### config.mk
export PLATFORM = sky130hd
export DESIGN_NAME = uart_modem_flow
export DESIGN_NICKNAME = d
export VERILOG_FILES = /design/src/flow_pkg.sv /design/src/pin_sync.sv /design/src/symbol_gate.sv /design/src/uart_modem_flow.sv
export SDC_FILE = /design/constraint.sdc
export NUM_CORES = 1
export LEC_CHECK = 0
export BUFFER_PORTS_ARGS = -buffer_cell sky130_fd_sc_hd__buf_2
export CAP_MARGIN = 40
export CORE_AREA = 4 4 72 74
export CTS_BUF_LIST = sky130_fd_sc_hd__clkbuf_4
export CTS_CLUSTER_DIAMETER = 80
export DETAILED_ROUTE_END_ITERATION = 8
export DIE_AREA = 0 0 76 78
export GPL_TIMING_DRIVEN = 0
export PLACE_DENSITY = 0.93
export SLEW_MARGIN = 20
export SYNTH_ARGS = -nofsm -noshare
export SYNTH_HDL_FRONTEND = slang
export SYNTH_HIERARCHICAL = 1
export SYNTH_SLANG_ARGS = --single-unit
### constraint.sdc
create_clock -name clk_i -period 2.4 [get_ports clk_i]
set_clock_uncertainty 0.2 [all_clocks]
set_input_delay 0.12 -clock clk_i [delete_from_list [all_inputs] [get_ports clk_i]]
set_output_delay 0.12 -clock clk_i [all_outputs]
set_load 0.03 [all_outputs]
### src/flow_pkg.sv
/*
  shared constants, register map and field layouts for the modem-status,
  scratch and extra-control logic of a small uart.
  assumes a 32-bit ahb-lite bus with word-aligned registers.
*/
package flow_pkg;

	// register byte offsets
	localparam logic [7:0] modem_control_off = 8'h00;
	localparam logic [7:0] modem_status_off = 8'h04;
	localparam logic [7:0] scratch_byte_off = 8'h08;
	localparam logic [7:0] extra_control_off = 8'h0c;
	localparam logic [7:0] flow_status_off = 8'h10;

	// field positions
	localparam int mcr_rts_bit = 1;
	localparam int msr_cts_bit = 4;
	localparam int fst_cts_line_bit = 0;
	localparam int fst_rts_line_bit = 1;
	localparam int fst_tx_idle_bit = 2;
	localparam int fst_rx_idle_bit = 3;

	// receive fifo depth and thresholds (free slots)
	localparam int rx_depth = 8;
	localparam logic [3:0] thr_code0 = 4'h3;
	localparam logic [3:0] thr_code1 = 4'h2;
	localparam logic [3:0] thr_code2 = 4'h1;
	localparam logic [3:0] thr_code3 = 4'h4;

	// reset values
	localparam logic [7:0] scratch_rst = 8'h00;
	localparam logic mcr_rts_rst = 1'h0;
	localparam logic cts_level_rst = 1'h0;

	// extra control register, bits 7..0
	typedef struct packed {
		logic cts_low_assert;
		logic rts_low_assert;
		logic [1:0] rts_level;
		logic tx_auto_flow;
		logic rx_auto_flow;
		logic tx_enable;
		logic rx_enable;
	} extra_control_s;

	localparam extra_control_s extra_control_rst = 8'h03;

	// bus request captured in the address phase
	typedef struct packed {
		logic write;
		logic [7:0] addr;
	} bus_req_s;

	typedef enum logic [1:0] {bus_idle, bus_write, bus_fetch, bus_read} bus_state_e;

endpackage

### src/pin_sync.sv
/*
  three-flop input synchroniser with agreement filter.
  assumes the input is asynchronous to clk_i; output level changes only once
  the second and third stages agree.
*/
module pin_sync #(
	parameter logic rst_val = 1'h0
) (
	// clock and reset
	input wire logic clk_i,
	input wire logic nrst_i,
	// pin and filtered level
	input wire logic pin_i,
	output logic level_o
);

	logic s1_reg, s2_reg, s3_reg, level_reg;
	logic level_next;

	////////////////////////////////////////////////////////////////////////
	always_comb begin
		level_next = level_reg;
		if (s2_reg == s3_reg) begin
			level_next = s3_reg;
		end
	end

	always_ff @(posedge clk_i or negedge nrst_i) begin
		if (!nrst_i) begin
			s1_reg <= rst_val;
			s2_reg <= rst_val;
			s3_reg <= rst_val;
			level_reg <= rst_val;
		end else begin
			s1_reg <= pin_i;
			s2_reg <= s1_reg;
			s3_reg <= s2_reg;
			level_reg <= level_next;
		end
	end

	assign level_o = level_reg;

endmodule

### src/symbol_gate.sv
/*
  start gate for one direction of the uart (transmit or receive).
  assumes the shifter raises req_i while it wants to begin a symbol and
  pulses done_i at the end of that symbol. permission is checked only when
  a symbol starts, so one in flight always finishes.
*/
module symbol_gate (
	// clock and reset
	input wire logic clk_i,
	input wire logic nrst_i,
	// permission from the control logic
	input wire logic allow_i,
	// shifter side
	input wire logic req_i,
	input wire logic done_i,
	output logic start_o,
	output logic idle_o
);

	logic active_reg, active_next;
	logic start;

	////////////////////////////////////////////////////////////////////////
	// a refused start stays pending in the shifter; nothing is dropped here
	assign start = req_i && allow_i && !active_reg;

	always_comb begin
		active_next = active_reg;
		if (start) begin
			active_next = 1'b1;
		end else if (done_i) begin
			active_next = 1'b0;
		end
	end

	always_ff @(posedge clk_i or negedge nrst_i) begin
		if (!nrst_i) begin
			active_reg <= 1'b0;
		end else begin
			active_reg <= active_next;
		end
	end

	assign start_o = start;
	assign idle_o = !active_reg;

endmodule

### src/uart_modem_flow.sv
/*
  modem-status, scratch, extra-control and hardware flow control of a uart,
  with an ahb-lite slave for the registers.
  assumes the transmit and receive shifters and the receive fifo sit on the
  same clock; only the clear-to-send pin is asynchronous.

*/
module uart_modem_flow
	import flow_pkg::*;
#(
	parameter int rx_fifo_depth = rx_depth
) (
	// clock and reset
	input wire logic clk_i,
	input wire logic nrst_i,
	// ahb-lite slave
	input wire logic hsel_i,
	input wire logic [31:0] haddr_i,
	input wire logic [1:0] htrans_i,
	input wire logic hwrite_i,
	input wire logic [2:0] hsize_i,
	input wire logic [31:0] hwdata_i,
	input wire logic hready_i,
	output logic [31:0] hrdata_o,
	output logic hreadyout_o,
	output logic hresp_o,
	// handshake pins
	input wire logic clear_to_send_pin_i,
	output logic request_to_send_pin_o,
	// transmit shifter
	input wire logic tx_req_i,
	input wire logic tx_done_i,
	output logic tx_start_o,
	// receive shifter and fifo
	input wire logic rx_req_i,
	input wire logic rx_done_i,
	output logic rx_start_o,
	input wire logic [3:0] rx_fifo_level_i
);

	import flow_pkg::*;

	////////////////////////////////////////////////////////////////////////
	// reset release through two flops
	logic rst_s1_reg, rst_s2_reg;
	logic rst_n;

	always_ff @(posedge clk_i or negedge nrst_i) begin
		if (!nrst_i) begin
			rst_s1_reg <= 1'b0;
			rst_s2_reg <= 1'b0;
		end else begin
			rst_s1_reg <= 1'b1;
			rst_s2_reg <= rst_s1_reg;
		end
	end

	assign rst_n = rst_s2_reg;

	////////////////////////////////////////////////////////////////////////
	// clear-to-send input
	logic cts_level;
	logic cts_asserted;

	pin_sync #(
		.rst_val(cts_level_rst)
	) u_cts_sync (
		.clk_i(clk_i),
		.nrst_i(rst_n),
		.pin_i(clear_to_send_pin_i),
		.level_o(cts_level)
	);

	////////////////////////////////////////////////////////////////////////
	// registers
	extra_control_s ctrl_reg, ctrl_next;
	logic [7:0] scratch_reg, scratch_next;
	logic mcr_rts_reg, mcr_rts_next;
	logic rts_pin_reg, rts_pin_next;
	logic tx_idle, rx_idle;

	// cts polarity
	assign cts_asserted = ctrl_reg.cts_low_assert ? !cts_level : cts_level;

	////////////////////////////////////////////////////////////////////////
	// direction gates
	logic tx_allow, rx_allow;

	// tx flow only looks at cts; rx start only at its own enable
	assign tx_allow = ctrl_reg.tx_enable && (!ctrl_reg.tx_auto_flow || cts_asserted);
	assign rx_allow = ctrl_reg.rx_enable;

	symbol_gate u_tx_gate (
		.clk_i(clk_i),
		.nrst_i(rst_n),
		.allow_i(tx_allow),
		.req_i(tx_req_i),
		.done_i(tx_done_i),
		.start_o(tx_start_o),
		.idle_o(tx_idle)
	);

	symbol_gate u_rx_gate (
		.clk_i(clk_i),
		.nrst_i(rst_n),
		.allow_i(rx_allow),
		.req_i(rx_req_i),
		.done_i(rx_done_i),
		.start_o(rx_start_o),
		.idle_o(rx_idle)
	);

	////////////////////////////////////////////////////////////////////////
	// request-to-send
	logic [4:0] free_slots;
	logic [3:0] threshold;
	logic rtr_asserted;

	// level above depth is treated as full
	assign free_slots = (5'(rx_fifo_level_i) >= 5'(rx_fifo_depth)) ? 5'h00 :
		5'(rx_fifo_depth) - 5'(rx_fifo_level_i);

	always_comb begin
		case (ctrl_reg.rts_level)
			2'h0: threshold = thr_code0;
			2'h1: threshold = thr_code1;
			2'h2: threshold = thr_code2;
			2'h3: threshold = thr_code3;
			default: threshold = thr_code0;
		endcase
	end

	// deassert at or below threshold, reassert above it
	assign rtr_asserted = free_slots > 5'(threshold);

	// registered straight from the fifo level: one cycle of latency, so the
	// one-slot setting still stops the peer before the fifo overflows
	always_comb begin
		if (ctrl_reg.rx_auto_flow) begin
			rts_pin_next = rtr_asserted ^ ctrl_reg.rts_low_assert;
		end else begin
			rts_pin_next = !mcr_rts_reg;
		end
	end

	// the pin comes from a flop so the threshold compare cannot glitch the
	// line while the fifo level moves
	always_ff @(posedge clk_i or negedge rst_n) begin
		if (!rst_n) begin
			rts_pin_reg <= !mcr_rts_rst;
		end else begin
			rts_pin_reg <= rts_pin_next;
		end
	end

	assign request_to_send_pin_o = rts_pin_reg;

	////////////////////////////////////////////////////////////////////////
	// ahb-lite slave: writes land in the data phase; reads take one wait
	// state so a read right after a write sees the new value
	bus_state_e state_reg, state_next;
	bus_req_s req_reg, req_next;
	logic [31:0] rdata_reg, rdata_next;
	logic [31:0] read_value;
	logic accept;
	logic write_strobe;
	logic read_strobe;

	// an address phase is only taken while hready is high, which keeps it
	// out of the first cycle of a read data phase
	assign accept = hsel_i && htrans_i[1] && hready_i;
	assign write_strobe = (state_reg == bus_write);
	assign read_strobe = (state_reg == bus_fetch);

	always_comb begin
		read_value = 32'h0000_0000;
		case (req_reg.addr)
			modem_control_off: read_value[mcr_rts_bit] = mcr_rts_reg;
			modem_status_off: read_value[msr_cts_bit] = !cts_level;
			scratch_byte_off: read_value[7:0] = scratch_reg;
			extra_control_off: read_value[7:0] = ctrl_reg;
			flow_status_off: begin
				read_value[fst_cts_line_bit] = cts_level;
				read_value[fst_rts_line_bit] = rts_pin_reg;
				read_value[fst_tx_idle_bit] = tx_idle;
				read_value[fst_rx_idle_bit] = rx_idle;
			end
			default: read_value = 32'h0000_0000;
		endcase
	end

	// address and data phase sequencing; hsize is not decoded, every access
	// is taken as a whole word
	always_comb begin
		state_next = state_reg;
		req_next = req_reg;
		case (state_reg)
			bus_fetch: begin
				// hready is low here, so no address phase can be taken
				state_next = bus_read;
			end
			bus_idle, bus_write, bus_read: begin
				// a write data phase or the last read cycle may carry the next address
				if (accept) begin
					req_next.write = hwrite_i;
					req_next.addr = {haddr_i[7:2], 2'b00};
					state_next = hwrite_i ? bus_write : bus_fetch;
				end else begin
					state_next = bus_idle;
				end
			end
			default: begin
				state_next = bus_idle;
			end
		endcase
	end

	always_ff @(posedge clk_i or negedge rst_n) begin
		if (!rst_n) begin
			state_reg <= bus_idle;
			req_reg <= '0;
		end else begin
			state_reg <= state_next;
			req_reg <= req_next;
		end
	end

	////////////////////////////////////////////////////////////////////////
	// register file: only the low byte of hwdata is kept, so software may
	// write any word without touching reserved bits
	always_comb begin
		ctrl_next = ctrl_reg;
		scratch_next = scratch_reg;
		mcr_rts_next = mcr_rts_reg;
		if (write_strobe) begin
			case (req_reg.addr)
				modem_control_off: mcr_rts_next = hwdata_i[mcr_rts_bit];
				scratch_byte_off: scratch_next = hwdata_i[7:0];
				extra_control_off: ctrl_next = hwdata_i[7:0];
				default: ctrl_next = ctrl_reg;
			endcase
		end
	end

	always_ff @(posedge clk_i or negedge rst_n) begin
		if (!rst_n) begin
			ctrl_reg <= extra_control_rst;
			scratch_reg <= scratch_rst;
			mcr_rts_reg <= mcr_rts_rst;
		end else begin
			ctrl_reg <= ctrl_next;
			scratch_reg <= scratch_next;
			mcr_rts_reg <= mcr_rts_next;
		end
	end

	////////////////////////////////////////////////////////////////////////
	// read data register: loaded in the wait state and held until the next
	// read, so hrdata never changes under a slow master
	always_comb begin
		rdata_next = rdata_reg;
		if (read_strobe) begin
			rdata_next = read_value;
		end
	end

	always_ff @(posedge clk_i or negedge rst_n) begin
		if (!rst_n) begin
			rdata_reg <= 32'h0000_0000;
		end else begin
			rdata_reg <= rdata_next;
		end
	end

	assign hreadyout_o = (state_reg != bus_fetch);
	assign hresp_o = 1'b0;
	assign hrdata_o = rdata_reg;

endmodule

### Yosys cells after proc, flatten, opt, wreduce, memory -nomap -nowiden

Cells that the tools add are included.
Widths: inputs -> output; s select.

* bitwise logic cells: 1
* magnitude comparators: 2
* add/sub/neg operators: 1
* equal/unequal tests: 12
* mux-type cells: 16
* reductions and logical operators: 23

Operators by type and width (count)
* $pmux 4 s4: 1
* $eq 6x2->1 const B: 2
* $eq 2x2->1 const B: 4
* $logic_not 8->1: 1
* $reduce_and 2->1: 4
* $logic_and 1x1->1: 7
* $eq 6x1->1 const B: 1
* $eq 6x3->1 const B: 1
* $mux 1: 6
* $pmux 1 s3: 2
* $pmux 2 s3: 1
* $pmux 3 s2: 1
* $gt 5x4->1: 1
* $logic_not 1->1: 5
* $mux 5: 1
* $sub 4x4->5 const A: 1
* $eq 2x1->1 const B: 2
* $ge 4x4->1 const B: 1
* $logic_not 2->1: 2
* $mux 2: 2
* $pmux 1 s4: 1
* $pmux 2 s2: 1
* $reduce_bool 2->1: 2
* $reduce_or 3->1: 1
* 4 further kinds: 4

* output and inout bits: 37
* logic and storage cells: 76
* input port bits: 83
* flip-flop bits (word level): 42

### Depth between registers and ports, before layout

Gate-level depths: netlist (run 1).

* word-level depth: 7
* gate-level depth with buffers: 9
* gate-level depth less buffers: 9

### By module

The synthesis (run 1) kept the hierarchy.

By module, submodules not included
* uart_modem_flow: area each 1976.9 um^2, sequential area each 904.6 um^2, cells an instance 170, instances 1
* pin_sync: area each 111.4 um^2, sequential area each 100.1 um^2, cells an instance 5, instances 1
* symbol_gate: area each 46.3 um^2, sequential area each 25.0 um^2, cells an instance 5, instances 2

### Least setup slack after synthesis (run 1)

Ideal clock, no wire load.

* path kind: input to register
* start: in rx_fifo_level_i[0]
* end: reg rts_pin_reg, in the netlist request_to_send_pin_o
* setup time: 0.084 ns
* arrival time: 1.784 ns
* setup slack: 0.332 ns
* path buffers: 0
* cell stages on the path: 8
* required time: 2.116 ns
* path through: inv_1 ha_1 or4_1 a21boi_0 ha_1 a211oi_1 nor3_1 nor3b_1

* word-level cells in the longest chain between the ends: 5
* elaborated cells on any way between the ends: 6
* classes of those cells: 1 x add/sub; 2 x order compare; 2 x mux; 1 x bitwise

Ends and longest elaborated chain
* start: declaration: RTL line uart_modem_flow.sv:38 `input wire logic [3:0] rx_fifo_level_i`
* $sub 4x4->5 or $ge 4x4->1 (tied branches): RTL line uart_modem_flow.sv:121, uart_modem_flow.sv:120
* $mux 5 *: RTL line uart_modem_flow.sv:120 `assign free_slots = (5'(rx_fifo_level_i) >= 5'(rx_fifo_depth)) ? 5'h00 :`
* $gt 5x4->1 *: RTL line uart_modem_flow.sv:134 `assign rtr_asserted = free_slots > 5'(threshold);`
* $xor 1x1->1 *: RTL line uart_modem_flow.sv:140 `rts_pin_next = rtr_asserted ^ ctrl_reg.rts_low_assert;`
* $mux 1 *: RTL line uart_modem_flow.sv:139 `if (ctrl_reg.rx_auto_flow) begin`
* net rts_pin_next: RTL line uart_modem_flow.sv:79 `logic rts_pin_reg, rts_pin_next;`
* end signal: assignment: RTL line uart_modem_flow.sv:150 `rts_pin_reg <= !mcr_rts_rst;`
* end signal: assignment: RTL line uart_modem_flow.sv:152 `rts_pin_reg <= rts_pin_next;`
* end: declaration: RTL line uart_modem_flow.sv:79

The timed path passes the listed nets; every way through them passes the cells marked *.
A chain may end at the register's enable or synchronous reset.

### Worst setup path in the final report (run 1)

* start: reg state_reg[1]
* end: out hreadyout_o

* word-level cells in the longest chain between the ends: 1

Ends and longest elaborated chain
* start: declaration: RTL line uart_modem_flow.sv:161 `bus_state_e state_reg, state_next;`
* start signal: assignment: RTL line uart_modem_flow.sv:220 `state_reg <= bus_idle;`
* start signal: assignment: RTL line uart_modem_flow.sv:223 `state_reg <= state_next;`
* $ne 2x2->1: RTL line uart_modem_flow.sv:275 `assign hreadyout_o = (state_reg != bus_fetch);`
* end: declaration: RTL line uart_modem_flow.sv:25 `output logic hreadyout_o,`

No other way between the ends.

==> results of run 1 <==
-- worst register-to-register path, stage by stage, from the launching register on --
cell and delay [ns]:
dfrtp_1 0.43, nor3_4 0.29, nand3b_4 0.18, or3_1 0.40, buf_6 0.17, mux2_4 0.30
-- power groups by stage --
stage               logic, W  registers [W]  clock network [W]
floorplan           0.000632        0.00117                  0
global placement    0.000839        0.00113                  0
global route         0.00102        0.00116           0.000483
CTS                 0.000939        0.00112           0.000452
detailed placement  0.000885        0.00114                  0
finish              0.000938        0.00112           0.000440
-- worst max-delay path by stage --
stage	end	slack, ns	cells after the start
2_1_floorplan	request_to_send_pin_o$_DFF_PN1_	0.33	8
6_report	hreadyout_o	0.25	4
4_1_cts	hreadyout_o	0.08	4
5_1_grt	hreadyout_o	0.14	4
3_3_place_gp	request_to_send_pin_o$_DFF_PN1_	0.10	9
3_5_place_dp	request_to_send_pin_o$_DFF_PN1_	-0.01	9
-- stage by stage --
stage / setup WS, ns / hold WS, ns
floorplan: 0.332 / -0.376
global placement: 0.103 / -0.295
detailed placement: -0.0121 / -0.294
CTS: 0.0774 / 0.0715
global route: 0.139 / 0.0773
finish: 0.251 / 0.0513
-- layout make-up --
class | instances | area, µm² | share of cell area, %
Clock inverter | 3 | 40.0 | 1.39
Clock buffer | 5 | 37.5 | 1.30
Sequential cell | 42 | 1060 | 36.6
Tap cell | 54 | 67.6 | 2.34
Multi-Input combinational cell | 126 | 952 | 33.0
Timing Repair Buffer | 66 | 470 | 16.3
Buffer | 32 | 231 | 8.01
Inverter | 9 | 33.8 | 1.17
-- repair_timing --
| item | CTS | global route |
|---|---|---|
| hold endpoints to repair | 42 | 0 |
| hold buffers | 25 | 0 |
| gates resized for setup | 0 | 2 |
| endpoints found under the setup margin | 0 | 1 |
-- cell usage in the layout (no fill, tap or decap), drive strengths merged, types with 2 or more instances in the layout --
cell type    instances
clkbuf               9
a21boi               2
a2bb2oi              3
nor2                 5
nor3b                2
dfstp                3
nand3                4
buf                 69
dlygate4sd3         25
nand2               13
clkinv               2
nand2b               2
mux2                22
ha                   4
o31ai                3
or3                  2
nor3                 3
mux2i               10
dfrtp               39
o21ai               12
inv                  9
conb                26
-- routing by layer --
| metal | vias up | GRT usage (%) |
|---|---|---|
| met5 | - | 0 |
| met4 | 0 | 5.34 |
| met3 | 4 | 5.34 |
| met2 | 45 | 27.6 |
| met1 | 705 | 18.4 |
| li1 | 773 | - |
-- cell families after synthesis --
kind of cell / Yosys count
flops: 42
xor+xnor: 2
simple gates: 36
mux: 32
fa+ha+maj: 5
buf+inv: 41
other cells: 2
compound gates: 25
==> impl_metrics.ini, run 1 <==
[synth]
syn_inst = 185
ys_seq_area_share_pct = 48.4
synth_edf_count = 0
synth_xor_area_share_pct = 0.803
yosys.area_share.simple_pct = 9.29
avgSynthCellArea_um2 = 11.8
synth_compound_area_share_pct = 7.57
synth_commonest_cells = 39 x dfrtp_1, 25 x buf_4, 16 x mux2_4
synth_fa_ha_area_share_pct = 2.81
synthTopCellsByArea = dfrtp_1 45%, mux2_4 11%, buf_4 8.6%, mux2i_1 4.6%, dfstp_2 3.6%
postSynth.asyncResetShare_pct = 100
synth_top_family_by_area = multiplexers
synth_warnings = 6
yosys-mux-area-fraction_pct = 18.7
yosysTopAreaCell = dfrtp_1
synth_top_flop_cell = dfrtp_1
yosysMostFrequentCell = dfrtp_1
synth_seq_cells = 42
yosysUniqueCellTypes = 40
synth_top_area_share_pct = 44.8
syn-cell-area_mm2 = 0.00218

[critical_path]
worst-path-buf-inv = 3
required_ns = 2.08
crit_fanout = 10
worstPathCellList = nand2b_1, clkbuf_1, clkbuf_2, buf_2
cp-start-kind = flop
critPathTopFamily = buffers and inverters
cp-startpoint = state_reg[1]$_DFF_PN0_
cpMaxStageDelayCell = dfrtp_1
reg2reg_to = ctrl_reg[4]$_DFFE_PN0P_
slowest_delay_ns = 0.40
rrSetupSlack_ns = 0.32
path_class = reg -> out
worstReg2RegStart = req_reg[7]$_DFFE_PN0P_
end_kind = primary output
rr_worst_depth = 5
cp.arrival_ns = 1.83

[run_status]
status = finished clean

[finish]
num-nets-final = 369
fin_util_pct = 62.8
num-fill-cells = 378
instances_no_fill = 337
layout-drive-gt1-share_pct = 38.2
diodes = 0
design_area_mm2 = 0.00289
area_delta_synth_final_pct = 32.5

[power_and_ir_drop]
switching_share_pct = 34.6
p_per_area_mw_per_mm2 = 866
p_sw_w = 0.000864
internal-power_w = 0.00164
power_frac_clock_pct = 17.6
p_leak_nw = 1.51
finalPower_w = 0.00250
pwr-share-seq_pct = 44.9
peakVddDrop_mv = 0.517
pwr-share-comb_pct = 37.5

[route]
via_per_inst = 4.53
drc = 0
num_vias = 1527
drt-total-wl_um = 4460
met1_length_um = 1770
wire_per_inst_um = 13.2
initialDrtViolationCount = 78
first_pass_iters = 4
final_antenna_net_count = 0
wl_met2_um = 2370
route.met3.wl_um = 272
highest_layer = met4

[die]
coreArea_mm2 = 0.00460
die_area_mm2 = 0.00593
die_h_um = 78
std_cell_rows = 25
die_w_um = 76
initial_utilization_pct = 47.4
ios = 120

[sta]
fmax_mhz = 465
min_period_over_period_pct = 89.5
worst_pin_slew_ns = 0.677
period_minus_slack_ns = 2.15
grt_setup_unrepaired = false
slew-limit-headroom_pct = 53.7
slew_violations = 0
hold_violations = 0
setup_tns_ns = 0
setup_violations = 0

[global_routing]
overflow = 0
grt_usage_pct = 15.9
grt_pass1_wl_um = 7450
grt_max_degree = 28
grt_antenna_before_repair = 0
grt_pass1_vias = 1567

[min_path]
hold_class = reg -> async

[clock_network]
cts_tree = built
clkLatencyLatePin_ns = 0.36
path_clk_slew_ns = 0.13
clockBufferDepth = 2
post-cts-setup-buffer-count = 0
h-tree-depth = 2
cts_made_buffers = 5
clockRootBuffer = clkbuf_4
cts.sinks = 42

[placed_design]
place_hpwl_um = 3170
post_dp_cell_area_mm2 = 0.00256
dp.cells = 304
globalplace.congestion = 0.790
port_buffers = 40

[job]
max_cap_viol_count = 0
Power figures use the tool's default switching activity.
==> inputs of run 2 (changes only) <==
Settings changed: CORE_AREA 4 4 72 74 to 4 4 74 76, DIE_AREA 0 0 76 78 to 0 0 78 80, PLACE_DENSITY 0.93 to 0.89.
Clock period 2.4 ns to 2.3 ns, I/O delays scaled along.
==> run 2 against run 1 <==
  * Power is 0.56% higher
  * Non-clock buffer count increased by 1
  * Sequential power grew 4%
  * Register-to-register slack worse by 0.08 ns
  * Sequential share of layout area down 0.13 points
  * Critical endpoint unchanged
==> impl_metrics.ini, run 2 (same netlist as run 1, synthesis figures left out) <==
[run_status]
status = finished clean

[die]
die_w_um = 78
std_cell_rows = 25
die_area_mm2 = 0.00624
coreArea_mm2 = 0.00472
die_h_um = 80
initial_utilization_pct = 46.2
ios = 120

[global_routing]
overflow = 0
grt_pass1_vias = 1667
grt_usage_pct = 15.3
grt_max_degree = 27
grt_antenna_before_repair = 0
grt_pass1_wl_um = 7430

[power_and_ir_drop]
power_frac_clock_pct = 14.1
p_per_area_mw_per_mm2 = 867
switching_share_pct = 35.9
internal-power_w = 0.00161
pwr-share-comb_pct = 39.2
pwr-share-seq_pct = 46.7
peakVddDrop_mv = 0.529
p_sw_w = 0.000902
p_leak_nw = 1.51

[critical_path]
crit_fanout = 10
path_class = reg -> out
cp-start-kind = flop
required_ns = 1.99
end_kind = primary output
cp.arrival_ns = 1.79

[clock_network]
cts.sinks = 42
post-cts-setup-buffer-count = 0
clkLatencyLatePin_ns = 0.36
clockBufferDepth = 2
path_clk_slew_ns = 0.12
cts_tree = built
cts_made_buffers = 5
clockRootBuffer = clkbuf_4
h-tree-depth = 2

[finish]
num-nets-final = 370
num-fill-cells = 385
seqCellArea_mm2 = 0.00106
instances_no_fill = 351
design_area_mm2 = 0.00290
layout-drive-gt1-share_pct = 37.7
fin_util_pct = 61.4
area_delta_synth_final_pct = 32.9
multi_input_area_um2 = 952
layout_common_cells = 41 x buf_2, 38 x dfrtp_1, 26 x conb_1, 26 x dlygate4sd3_1, 25 x buf_4
layout_commonest_cell = buf_2
diodes = 0

[route]
num_vias = 1579
initialDrtViolationCount = 75
drc = 0
final_antenna_net_count = 0
first_pass_iters = 4
wire_per_inst_um = 12.8
via_per_inst = 4.50
drt-total-wl_um = 4510

[sta]
fmax_mhz = 474
period_minus_slack_ns = 2.11
slew_violations = 0
min_period_over_period_pct = 91.7
setup_violations = 0
setup_slack_ns = 0.190
grt_setup_unrepaired = false
worst_pin_slew_ns = 0.629
setup_tns_ns = 0
slew-limit-headroom_pct = 57.0
hold_violations = 0

[placed_design]
port_buffers = 40
post_dp_cell_area_mm2 = 0.00258
place_ws_ns = -0.169
dp.cells = 317
globalplace.congestion = 0.771
place_hpwl_um = 3420

[min_path]
hold_class = reg -> async

[job]
max_cap_viol_count = 0
[run 2: routing by layer]
layer  GRT usage, %  share of wire (%)
met1           17.4                 41
met2           27.7                 51
met3           3.27                5.7
met4           5.94                1.8
met5              0                  0
[run 2: area by class of cell]
cell class / instances / share of cell area, %
flip-flops and latches: 42 / 36.4
multi-input cells: 126 / 32.8
repair buffers: 67 / 16.8
plain buffers: 32 / 7.98
well taps: 67 / 2.89
clock buffers: 6 / 1.55
inverters: 9 / 1.17
clock inverters: 2 / 0.302
[run 2: repair_timing]
| item | in CTS | in global routing |
|---|---|---|
| hold endpoints to repair | 31 | 0 |
| hold buffers | 26 | 0 |
| resized for setup | 0 | 2 |
| endpoints found under the setup margin | 0 | 1 |
[run 2: worst paths after layout]
| check | start | endpoint | slack [ns] | depth (start not counted) |
|---|---|---|---|---|
| worst max-delay path | state_reg[0]$_DFF_PN0_ | hreadyout_o | 0.19 | 4 |
| worst min-delay path | rst_n$_DFF_PN0_ | hrdata_o[2]$_DFFE_PN0N_ | 0.09 | 1 |
| worst max register to register | req_reg[7]$_DFFE_PN0P_ | scratch_reg[5]$_DFFE_PN0P_ | 0.24 | 5 |
| worst min register to register | rst_n$_DFF_PN0_ | hrdata_o[2]$_DFFE_PN0N_ | 0.09 | 1 |
| max in group asynchronous | rst_n$_DFF_PN0_ | hrdata_o[4]$_DFFE_PN0N_ | 0.82 | 1 |
| min in group clk_i | rx_fifo_level_i[1] | request_to_send_pin_o$_DFF_PN1_ | 0.16 | 5 |
[run 2: through the flow]
stage               hold slack (ns)  power [W]
finish                       0.0872    0.00251
global route                 0.0961    0.00268
floorplan                    -0.381    0.00188
CTS                          0.0947    0.00253
detailed placement           -0.297    0.00213
global placement             -0.300    0.00206
[run 2: power groups by stage]
stage / combinational (W) / sequential (W) / clock [W]
after floorplan: 0.000659 / 0.00122 / 0
after global placement: 0.000879 / 0.00118 / 0
after detailed placement: 0.000937 / 0.00119 / 0
after CTS: 0.000994 / 0.00117 / 0.000359
after global routing: 0.00107 / 0.00121 / 0.000394
final: 0.000986 / 0.00117 / 0.000354
[run 2: critical path, cell delays in order, from the launching register on]
cell and delay, ns:
dfrtp_1 0.36, nand2b_1 0.12, clkbuf_1 0.40, clkbuf_2 0.32, buf_2 0.24
